## config.mk

```make
export PLATFORM = sky130hd
export DESIGN_NAME = stepped_volume_control
export DESIGN_NICKNAME = d
export VERILOG_FILES = /design/src/design/volume_ctrl_pkg.sv /design/src/design/activity_detector.sv /design/src/design/stepped_volume_control.sv
export VERILOG_INCLUDE_DIRS = /design/src /design/src/design
export SDC_FILE = /design/constraint.sdc
export NUM_CORES = 1
export LEC_CHECK = 0
export BUFFER_PORTS_ARGS = -buffer_cell sky130_fd_sc_hd__buf_4
export CORE_MARGIN = 10
export CORE_UTILIZATION = 26
export CTS_BUF_LIST = sky130_fd_sc_hd__clkbuf_16
export DETAILED_ROUTE_END_ITERATION = 8
export PLACE_DENSITY = 0.53
export SLEW_MARGIN = 20
export SYNTH_ARGS = -nofsm -noshare
export SYNTH_HDL_FRONTEND = slang
export SYNTH_HIERARCHICAL = 1
export SYNTH_SLANG_ARGS = --single-unit
```

## constraint.sdc

```tcl
create_clock -name core_clk -period 4.9 [get_ports core_clk]
set_input_delay 0.98 -clock core_clk [delete_from_list [all_inputs] [get_ports core_clk]]
set_output_delay 0.98 -clock core_clk [all_outputs]
set_load 0.05 [all_outputs]
```

## src/design/volume_ctrl_defs.svh

```systemverilog
`ifndef VOLUME_CTRL_DEFS_SVH
`define VOLUME_CTRL_DEFS_SVH
// Function
// - Thirty-one levels, 20 dB down to -40 dB
// - Down press lowers one 2 dB step
// - Up press raises one 2 dB step
// - Held button repeats once per step tick
// - Internal step clock, external clock overrides
// - Level kept through shutdown on memory supply
// - Memory supply low loads -10 dB default
// - Input select high routes phones, else line
// - Config high: single-ended, 6 dB cut
// - Single-ended floats negative outputs, bridged drives
// - Shutdown stops all except beep detection; the code stops only ampEnable, the negative outputs and the buttons
// - Beep mode on square wave at beep input

// Core clock
`define CORE_CLK_PERIOD_NS  10

// Internal oscillator period and activity windows, in their own units
`define STEP_PERIOD_MS      50
`define EXT_CLK_TIMEOUT_US  1000
`define BEEP_TIMEOUT_MS     10
`define STEP_PERIOD_CYCLES  (`STEP_PERIOD_MS * 1000000 / `CORE_CLK_PERIOD_NS)
`define EXT_TIMEOUT_CYCLES  (`EXT_CLK_TIMEOUT_US * 1000 / `CORE_CLK_PERIOD_NS)
`define BEEP_TIMEOUT_CYCLES (`BEEP_TIMEOUT_MS * 1000000 / `CORE_CLK_PERIOD_NS)

// Volume levels: index 0 is -40 dB, index 30 is +20 dB
`define LEVEL_TOP      5'h1e
`define LEVEL_BOTTOM   5'h00
`define LEVEL_DEFAULT  5'h0f
`define LEVEL_ONE      5'h01
`define GAIN_BOTTOM_DB 8'hd8
`define GAIN_SE_CUT_DB 8'h06

// Positions of the synchronised pins
`define PIN_UP     0
`define PIN_DOWN   1
`define PIN_INSEL  2
`define PIN_OUTCFG 3
`define PIN_SDN    4
`define PIN_MEMOK  5
`define PIN_COUNT  6

// Register map and status fields
`define REG_STATUS      8'h00
`define REG_STEP_PERIOD 8'h04
`define ST_LEVEL_LSB    0
`define ST_LEVEL_MSB    4
`define ST_SHUTDOWN     5
`define ST_SINGLE       6
`define ST_PHONES       7
`define ST_BEEP         8
`define ST_EXTCLK       9
`define ST_MEMOK        10
`define RESP_OKAY       2'h0
`define RESP_SLVERR     2'h2
`endif

```

## src/design/volume_ctrl_pkg.sv

```systemverilog
package volume_ctrl_pkg;
	typedef logic [4:0] level_t;
	typedef enum logic [1:0] {DIR_NONE, DIR_UP, DIR_DOWN} step_dir_e;
endpackage

```

## src/design/activity_detector.sv

```systemverilog
`timescale 1ns/10ps
// Synchronises a pin, flags its rising edges and reports recent activity
module activity_detector #(
	parameter int TIMEOUT_CYCLES = 1000
) (
	input  wire logic core_clk,
	input  wire logic rst_n,
	input  wire logic pinIn,
	output logic      risePulse,
	output logic      active
);
	logic        meta;
	logic        sync;
	logic        last;
	logic [31:0] idleCnt;
	wire  logic  idleDone = (idleCnt >= 32'(TIMEOUT_CYCLES - 1));

	if (TIMEOUT_CYCLES < 2) begin : g_chk
		$error("activity_detector: TIMEOUT_CYCLES below 2");
	end

	assign risePulse = sync & ~last;

	// Two-stage synchroniser, then edge memory and idle timer
	always_ff @(posedge core_clk) begin
		if (!rst_n) begin
			meta    <= 1'b0;
			sync    <= 1'b0;
			last    <= 1'b0;
			idleCnt <= 32'h0;
			active  <= 1'b0;
		end else begin
			meta <= pinIn;
			sync <= meta;
			last <= sync;
			if (risePulse) begin
				idleCnt <= 32'h0;
				active  <= 1'b1; // An edge wins over the timeout
			end else if (idleDone) begin
				active <= 1'b0;
			end else begin
				idleCnt <= idleCnt + 32'h1;
			end
		end
	end
endmodule // activity_detector

```

## src/design/stepped_volume_control.sv

```systemverilog
// Our own choices: the placing of the registers and the AXI4-Lite register port.
`timescale 1ns/10ps
`include "volume_ctrl_defs.svh"
// Stepped volume, input and output mode control with AXI4-Lite status access
module stepped_volume_control #(
	parameter int STEP_PERIOD_CYCLES  = `STEP_PERIOD_CYCLES,
	parameter int EXT_TIMEOUT_CYCLES  = `EXT_TIMEOUT_CYCLES,
	parameter int BEEP_TIMEOUT_CYCLES = `BEEP_TIMEOUT_CYCLES
) (
	input  wire logic        core_clk,
	input  wire logic        rst_n,
	input  wire logic [7:0]  awaddr,
	input  wire logic        awvalid,
	output logic             awready,
	input  wire logic [31:0] wdata,
	input  wire logic [3:0]  wstrb,
	input  wire logic        wvalid,
	output logic             wready,
	output logic [1:0]       bresp,
	output logic             bvalid,
	input  wire logic        bready,
	input  wire logic [7:0]  araddr,
	input  wire logic        arvalid,
	output logic             arready,
	output logic [31:0]      rdata,
	output logic [1:0]       rresp,
	output logic             rvalid,
	input  wire logic        rready,
	input  wire logic        volumeUpN,
	input  wire logic        volumeDownN,
	input  wire logic        stepClockPin,
	input  wire logic        inputSelect,
	input  wire logic        outputConfig,
	input  wire logic        shutdownN,
	input  wire logic        memorySupplyOk,
	input  wire logic        beepInput,
	output logic [4:0]       volumeLevel,
	output logic [7:0]       gainDb,
	output logic             phonesSelected,
	output logic             lineSelected,
	output logic             singleEndedMode,
	output logic             bridgedMode,
	output logic             leftNegativeOutputEn,
	output logic             rightNegativeOutputEn,
	output logic             ampEnable,
	output logic             beepMode,
	output logic             extClockInUse
);
	logic [`PIN_COUNT-1:0]       pinMeta;
	logic [`PIN_COUNT-1:0]       pinSync;
	volume_ctrl_pkg::level_t     level;
	volume_ctrl_pkg::level_t     next_level;
	volume_ctrl_pkg::step_dir_e  heldDir;
	volume_ctrl_pkg::step_dir_e  prevDir;
	logic                        armed;
	logic [31:0]                 oscCnt;
	logic [31:0]                 stepPeriod;
	logic                        extRise;
	logic                        extActive;
	logic                        beepRise;
	logic                        beepActive;
	logic                        awHeld;
	logic [7:0]                  awAddrQ;
	logic                        wHeld;
	logic [31:0]                 wDataQ;
	logic [3:0]                  wStrbQ;
	logic [31:0]                 statusWord;
	logic [7:0]                  next_gainDb;

	if (STEP_PERIOD_CYCLES < 2) begin : g_chk
		$error("stepped_volume_control: STEP_PERIOD_CYCLES below 2");
	end

	// Pins from outside pass two flip-flops before any logic reads them
	always_ff @(posedge core_clk) begin
		if (!rst_n) begin
			pinMeta <= '0;
			pinSync <= '0;
		end else begin
			pinMeta <= {memorySupplyOk, shutdownN, outputConfig, inputSelect,
			            volumeDownN, volumeUpN};
			pinSync <= pinMeta;
		end
	end

	// Synchronised levels, buttons active low and ignored in shutdown
	wire logic memOk    = pinSync[`PIN_MEMOK];
	wire logic running  = pinSync[`PIN_SDN];
	wire logic seSel    = pinSync[`PIN_OUTCFG];
	wire logic upHeld   = ~pinSync[`PIN_UP] & running;
	wire logic downHeld = ~pinSync[`PIN_DOWN] & running;

	// Clock pin and beep input each get their own activity detector
	activity_detector #(.TIMEOUT_CYCLES(EXT_TIMEOUT_CYCLES)) u_ext_clk (
		.core_clk  (core_clk),
		.rst_n     (rst_n),
		.pinIn     (stepClockPin),
		.risePulse (extRise),
		.active    (extActive)
	);
	activity_detector #(.TIMEOUT_CYCLES(BEEP_TIMEOUT_CYCLES)) u_beep (
		.core_clk  (core_clk),
		.rst_n     (rst_n),
		.pinIn     (beepInput),
		.risePulse (beepRise),
		.active    (beepActive)
	);

	// Step tick: external clock edges while it toggles, else the oscillator
	wire logic oscTick  = (oscCnt + 32'h1 >= stepPeriod);
	wire logic stepTick = extActive ? extRise : oscTick;

	// Internal oscillator, held in reset while the external clock runs
	always_ff @(posedge core_clk) begin
		if (!rst_n || extActive || oscTick) begin
			oscCnt <= 32'h0;
		end else begin
			oscCnt <= oscCnt + 32'h1;
		end
	end

	// Held direction; both buttons together count as none
	always_comb begin
		case ({upHeld, downHeld})
			2'b10:   heldDir = volume_ctrl_pkg::DIR_UP;
			2'b01:   heldDir = volume_ctrl_pkg::DIR_DOWN;
			default: heldDir = volume_ctrl_pkg::DIR_NONE;
		endcase
	end

	// A new direction steps once; repeats start after one full tick
	wire logic pressEdge = (heldDir != prevDir) &&
	                       (heldDir != volume_ctrl_pkg::DIR_NONE);
	wire logic doStep    = pressEdge | (armed & stepTick);
	wire logic stepUp    = doStep && (heldDir == volume_ctrl_pkg::DIR_UP);
	wire logic stepDown  = doStep && (heldDir == volume_ctrl_pkg::DIR_DOWN);
	wire logic atTop     = (level == `LEVEL_TOP);
	wire logic atBottom  = (level == `LEVEL_BOTTOM);

	// Press tracking and repeat arming
	always_ff @(posedge core_clk) begin
		if (!rst_n) begin
			prevDir <= volume_ctrl_pkg::DIR_NONE;
			armed   <= 1'b0;
		end else begin
			prevDir <= heldDir;
			if (pressEdge || heldDir == volume_ctrl_pkg::DIR_NONE) begin
				armed <= 1'b0;
			end else if (stepTick) begin
				armed <= 1'b1;
			end
		end
	end

	// Next level: supply loss wins, then saturating single steps
	always_comb begin
		if (!memOk) begin
			next_level = `LEVEL_DEFAULT;
		end else if (stepUp && !atTop) begin
			next_level = level + `LEVEL_ONE;
		end else if (stepDown && !atBottom) begin
			next_level = level - `LEVEL_ONE;
		end else begin
			next_level = level;
		end
	end

	// Effective gain in dB, two's complement, 6 dB less when single-ended
	assign next_gainDb = 8'({2'b00, level, 1'b0}) + `GAIN_BOTTOM_DB
	                     - (seSel ? `GAIN_SE_CUT_DB : 8'h00);

	// Level storage and registered mode outputs
	always_ff @(posedge core_clk) begin
		if (!rst_n) begin
			level                 <= `LEVEL_DEFAULT;
			gainDb                <= 8'h00;
			phonesSelected        <= 1'b0;
			lineSelected          <= 1'b0;
			singleEndedMode       <= 1'b0;
			bridgedMode           <= 1'b0;
			leftNegativeOutputEn  <= 1'b0;
			rightNegativeOutputEn <= 1'b0;
			ampEnable             <= 1'b0;
		end else begin
			level                 <= next_level;
			gainDb                <= next_gainDb;
			phonesSelected        <= pinSync[`PIN_INSEL];
			lineSelected          <= ~pinSync[`PIN_INSEL];
			singleEndedMode       <= seSel;
			bridgedMode           <= ~seSel;
			leftNegativeOutputEn  <= ~seSel & running;
			rightNegativeOutputEn <= ~seSel & running;
			ampEnable             <= running;
		end
	end

	assign volumeLevel   = level;
	assign beepMode      = beepActive;
	assign extClockInUse = extActive;

	// Status word seen by software
	always_comb begin
		statusWord = 32'h0;
		statusWord[`ST_LEVEL_MSB:`ST_LEVEL_LSB] = level;
		statusWord[`ST_SHUTDOWN] = ~running;
		statusWord[`ST_SINGLE]   = seSel;
		statusWord[`ST_PHONES]   = pinSync[`PIN_INSEL];
		statusWord[`ST_BEEP]     = beepActive;
		statusWord[`ST_EXTCLK]   = extActive;
		statusWord[`ST_MEMOK]    = memOk;
	end

	// AXI4-Lite handshakes: address and data taken in either order
	assign awready = ~awHeld;
	assign wready  = ~wHeld;
	assign arready = ~rvalid;
	wire logic doWrite  = awHeld & wHeld & ~bvalid;
	wire logic wrPeriod = (awAddrQ == `REG_STEP_PERIOD);
	wire logic doRead   = arvalid & arready;
	wire logic rdStatus = (araddr == `REG_STATUS);
	wire logic rdPeriod = (araddr == `REG_STEP_PERIOD);

	// Write side: capture, apply by byte lane, respond
	always_ff @(posedge core_clk) begin
		if (!rst_n) begin
			awHeld     <= 1'b0;
			wHeld      <= 1'b0;
			awAddrQ    <= 8'h00;
			wDataQ     <= 32'h0;
			wStrbQ     <= 4'h0;
			bvalid     <= 1'b0;
			bresp      <= `RESP_OKAY;
			stepPeriod <= 32'(STEP_PERIOD_CYCLES);
		end else begin
			if (awvalid && awready) begin
				awHeld  <= 1'b1;
				awAddrQ <= awaddr;
			end
			if (wvalid && wready) begin
				wHeld  <= 1'b1;
				wDataQ <= wdata;
				wStrbQ <= wstrb;
			end
			if (doWrite) begin
				awHeld <= 1'b0;
				wHeld  <= 1'b0;
				bvalid <= 1'b1;
				bresp  <= wrPeriod ? `RESP_OKAY : `RESP_SLVERR;
				for (int i = 0; i < 4; i++) begin
					if (wrPeriod && wStrbQ[i]) begin
						stepPeriod[i*8 +: 8] <= wDataQ[i*8 +: 8];
					end
				end
			end else if (bvalid && bready) begin
				bvalid <= 1'b0;
			end
		end
	end

	// Read side: data captured when the address is taken
	always_ff @(posedge core_clk) begin
		if (!rst_n) begin
			rvalid <= 1'b0;
			rdata  <= 32'h0;
			rresp  <= `RESP_OKAY;
		end else if (doRead) begin
			rvalid <= 1'b1;
			rdata  <= rdStatus ? statusWord : (rdPeriod ? stepPeriod : 32'h0);
			rresp  <= (rdStatus || rdPeriod) ? `RESP_OKAY : `RESP_SLVERR;
		end else if (rvalid && rready) begin
			rvalid <= 1'b0;
		end
	end
endmodule // stepped_volume_control

```

==> impl_results.md <==
- Result of the run: finished clean
- Cell chosen for the clock root: sky130_fd_sc_hd__clkbuf_16
- Post-route cell area: approximately 13000 um^2
- Number of antenna cells inserted: 0
- Reported leakage power: approximately 5.3 nW
- Achievable clock frequency: about 220 MHz
- Grt ovf: 0
- Overall die height: 224.0 um
- Required time at the endpoint of the critical path: between 5 and 6 ns
- 1st-iter DRT viols: between 400 and 500
- Commonest cells after routing, fill and taps aside: 247 x sky130_fd_sc_hd__dfxtp_1, 179 x sky130_fd_sc_hd__nand2_1, 146 x sky130_fd_sc_hd__buf_4, 104 x sky130_fd_sc_hd__a21oi_1, 86 x sky130_fd_sc_hd__nor2_1
- Peak VDD IR: between 200 and 250 uV
- WHS: 0.4235 ns
- CTS Buf Count: 28
- Maximum fanout along the worst path: 4
- Worst slew margin relative to its limit: 0.4068
- Placeable Area: 41020 um^2
- Cells along the critical path: and4_4 -> nand4_1 -> nor4_4 -> buf_4 -> nand3_4 -> xnor2_2 -> ha_1 -> nand4_1 -> nor4_2 -> nand2_1 -> a31oi_4 -> o21bai_1 -> a21o_1 -> fa_2 -> a21o_1 -> a21oi_2 -> nand3b_1 -> a2111oi_2 -> o211ai_1 -> o221ai_1
- TritonRoute pass-1 iters: 4
- Pre-CTS setup slack: approximately 0.068 ns
- TritonCTS clock tree: built
- Share of flip-flops with an asynchronous set or reset after synthesis: 0
- Highest cell delay on the worst timing path: around 0.40 ns
- Number of antenna violations at the first check in global routing: 0
- Hold bufs inserted after CTS: 0
- Post-synthesis to final-layout area growth: 24.46%
- Arrival time of the worst setup path: just over 5 ns
- Worst Path Class, Setup: reg -> reg
- FILL cells: ~4300
- Number of clock sinks: between 200 and 300
- End-of-flow core utilization: 0.3283
- Min cycle time layout: 4.617 ns
- Row count: 74
- Sequential element share of the synthesized area: 0.4644
- Count of input and output buffers: roughly 130
- Clock transition at the register clock pins on the worst setup and hold paths after CTS: 0.06 ns
- Wirelength per Cell: roughly 15 um
- Final setup violation count: 0
- Post-route fraction of the period consumed by the critical path: 0.9423
- Overall routing resource usage: 0.1081
- Post-detailed-route count of antenna-violating nets: 0
- Total wirelength of the detailed-routed design: between 20 and 30 mm
- Final count of pins violating max slew: 0
- Slowest cell on the critical path: sky130_fd_sc_hd__a2111oi_2
- Power density relative to cell area: about 340 nW/um^2
- Number of synthesized register bits: about 250
- Max_cap viols: 0
- Fraction of layout instances using a drive strength above 1: 0.1988
- Clock Skews: ~0.017 ns
- Count of flip-flops with a built-in enable after synthesis: 0
- Via-per-instance ratio: 4.561
- H-tree levels: 1
- Overall via count from detail_route: about 8500
- Worst slew pin tran: 0.8899 ns
- Worst hold path cell count: 1
- Total count of hold-check failures in the final report: 0
- Worst setup slack after layout: ~0.28 ns
- Wire length of the first global-routing pass: between 40 and 50 mm
- DRC violations left: 0
- Area of the die: approximately 50000 um^2
- Placed inst area: 12300 um^2
- Count of nets after finishing: roughly 1400
- Worst min path class: reg -> reg
- Count of different cell masters after synthesis: 72
- Crit end category: flip-flop
- Warnings from Yosys: 6
- Number of instances in the synthesized netlist: 1194
- Top Ports: 130
- Setup TNS: 0 ns
- Worst-case register-to-register setup slack: approximately 0.28 ns
- Setup crit start kind: flip-flop
- Die Span X: 224.0 um
- Total standard cell area after synthesis: roughly 11000 um^2
- Top flip-flop cell by instance count after synthesis: sky130_fd_sc_hd__dfxtp_1
- Initial core utilization: 0.2638
- Most common library cell in the layout ignoring fill and taps: sky130_fd_sc_hd__dfxtp_1
- Pin count of the biggest net entering global routing: 75
- Number of global-route vias before repair: ~8500
- Syn_area_per_cell: 9.061 um^2
- R2R cell count: 20
- Detailed placer's ending HPWL: between 20 and 25 mm
- Clock tree buffer depth: 3
- Final GP Congestion: 0.8130
- Worst-skew pair later-pin latency: between 0.5 and 0.6 ns
[sequential cells by signal, summed over array words and instances, names as in the netlist, 2 cells and up]
register and cells:
volumeLevel 5, gainDb 7, u_beep/idleCnt 32, pinMeta 6, pinSync 6, wStrbQ 4, u_ext_clk/idleCnt 32, rdata 32
stepPeriod 32, awAddrQ 8, prevDir 2, wDataQ 32, oscCnt 32
[worst paths after layout]
check	from	end
worst max-delay path	oscCnt[14]	volumeLevel[4]
worst min-delay path	pinSync[3]	bridgedMode
worst max register to register	oscCnt[14]	volumeLevel[4]
worst min register to register	pinSync[3]	bridgedMode
[where the power goes]
| part | total (mW) | internal [mW] | switching (mW) |
|---|---|---|---|
| Sequential | 2.11 | 2.09 | 0.0284 |
| Clock | 2.20 | 1.37 | 0.833 |
| Combinational | 0.276 | 0.103 | 0.173 |
| Total | 4.60 | 3.56 | 1.03 |
[metal layers]
metal,up-vias,track usage,share of wire
met4,0,0.03313,0.018
li1,4370,-,-
met2,132,0.1812,0.47
met5,-,0,0
met1,3998,0.1348,0.46
met3,30,0.02561,0.050
[worst max-delay path: cells and delay by family (launching register included)]
family,cells,cell delay (ns)
XOR/XNOR,1,0.16
adder cells (fa/ha/maj),2,0.72
AO/OA/AOI/OAI,8,1.45
AND/OR/NAND/NOR,8,1.66
flip-flops,1,0.36
buffers and inverters,1,0.19
[synthesized netlist by cell type (3+ instances only)]
cell type,number,share of area
sky130_fd_sc_hd__or4_1,7,0.0049
sky130_fd_sc_hd__nor4_4,3,0.0059
sky130_fd_sc_hd__buf_2,3,0.0014
sky130_fd_sc_hd__a21o_1,6,0.0042
sky130_fd_sc_hd__nand2b_1,12,0.0069
sky130_fd_sc_hd__ha_1,46,0.053
sky130_fd_sc_hd__buf_4,7,0.0049
sky130_fd_sc_hd__xnor2_1,40,0.032
sky130_fd_sc_hd__a22oi_1,32,0.022
sky130_fd_sc_hd__nor2b_1,29,0.017
sky130_fd_sc_hd__nor3_1,13,0.0060
sky130_fd_sc_hd__dfxtp_1,251,0.46
sky130_fd_sc_hd__o21ai_0,16,0.0074
sky130_fd_sc_hd__and4_1,10,0.0081
sky130_fd_sc_hd__nor4_1,16,0.0093
sky130_fd_sc_hd__mux2i_1,13,0.012
sky130_fd_sc_hd__nand3b_1,5,0.0035
sky130_fd_sc_hd__o211ai_1,9,0.0062
sky130_fd_sc_hd__buf_6,3,0.0031
sky130_fd_sc_hd__nand3_1,27,0.012
sky130_fd_sc_hd__xor2_1,10,0.0081
sky130_fd_sc_hd__or2_2,4,0.0023
sky130_fd_sc_hd__clkbuf_1,37,0.013
sky130_fd_sc_hd__or3_1,8,0.0046
sky130_fd_sc_hd__a2111oi_2,4,0.0056
sky130_fd_sc_hd__or3_4,3,0.0031
sky130_fd_sc_hd__nor2b_4,10,0.013
sky130_fd_sc_hd__and3_1,35,0.020
sky130_fd_sc_hd__nand4_1,24,0.014
sky130_fd_sc_hd__mux2_2,9,0.0094
sky130_fd_sc_hd__nand2_1,179,0.062
sky130_fd_sc_hd__o31ai_1,6,0.0042
sky130_fd_sc_hd__a21oi_1,105,0.049
sky130_fd_sc_hd__o21a_1,4,0.0028
sky130_fd_sc_hd__nor2_1,86,0.030
sky130_fd_sc_hd__and2_1,30,0.017
sky130_fd_sc_hd__inv_1,49,0.017
[logic make-up (layout without fill, tap and decap cells)]
group                    count (synthesis)  in the layout  share of synthesized area
multiplexers                            22             22                    0.02139
XOR/XNOR                                50             50                    0.04048
adder cells (fa/ha/maj)                 48             48                    0.05690
buffers and inverters                  102            244                    0.04071
AND/OR/NAND/NOR                        514            514                     0.2526
flip-flops                             251            251                     0.4644
other                                    1              3                  0.0003466
AO/OA/AOI/OAI                          206            206                     0.1232
[what timing repair did]
| action | 4_1_cts | 5_1_grt |
|---|---|---|
| endpoints found under the setup margin | 0 | 1 |
| buffers inserted | 0 | 6 |
| endpoints found under the hold margin | 0 | 0 |
| gates resized for setup | 0 | 32 |
[area by class of cell]
type | count | area, um^2 | share of cell area
multi-input cells | 843 | 5522 | 0.4101
flip-flops and latches | 251 | 5032 | 0.3737
repair buffers | 146 | 1096 | 0.08140
clock buffers | 29 | 725.7 | 0.05389
well taps | 532 | 665.6 | 0.04943
clock inverters | 19 | 235.2 | 0.01747
inverters | 50 | 188.9 | 0.01403
[through the flow]
step / cells / total power, mW
after global placement: 1816 / 2.435
after global routing: 1870 / 4.784
after floorplan: 1196 / 2.334
final: 1870 / 4.596
after CTS: 1864 / 4.671
after detailed placement: 1816 / 2.439
(Power assumes the default switching activity.)
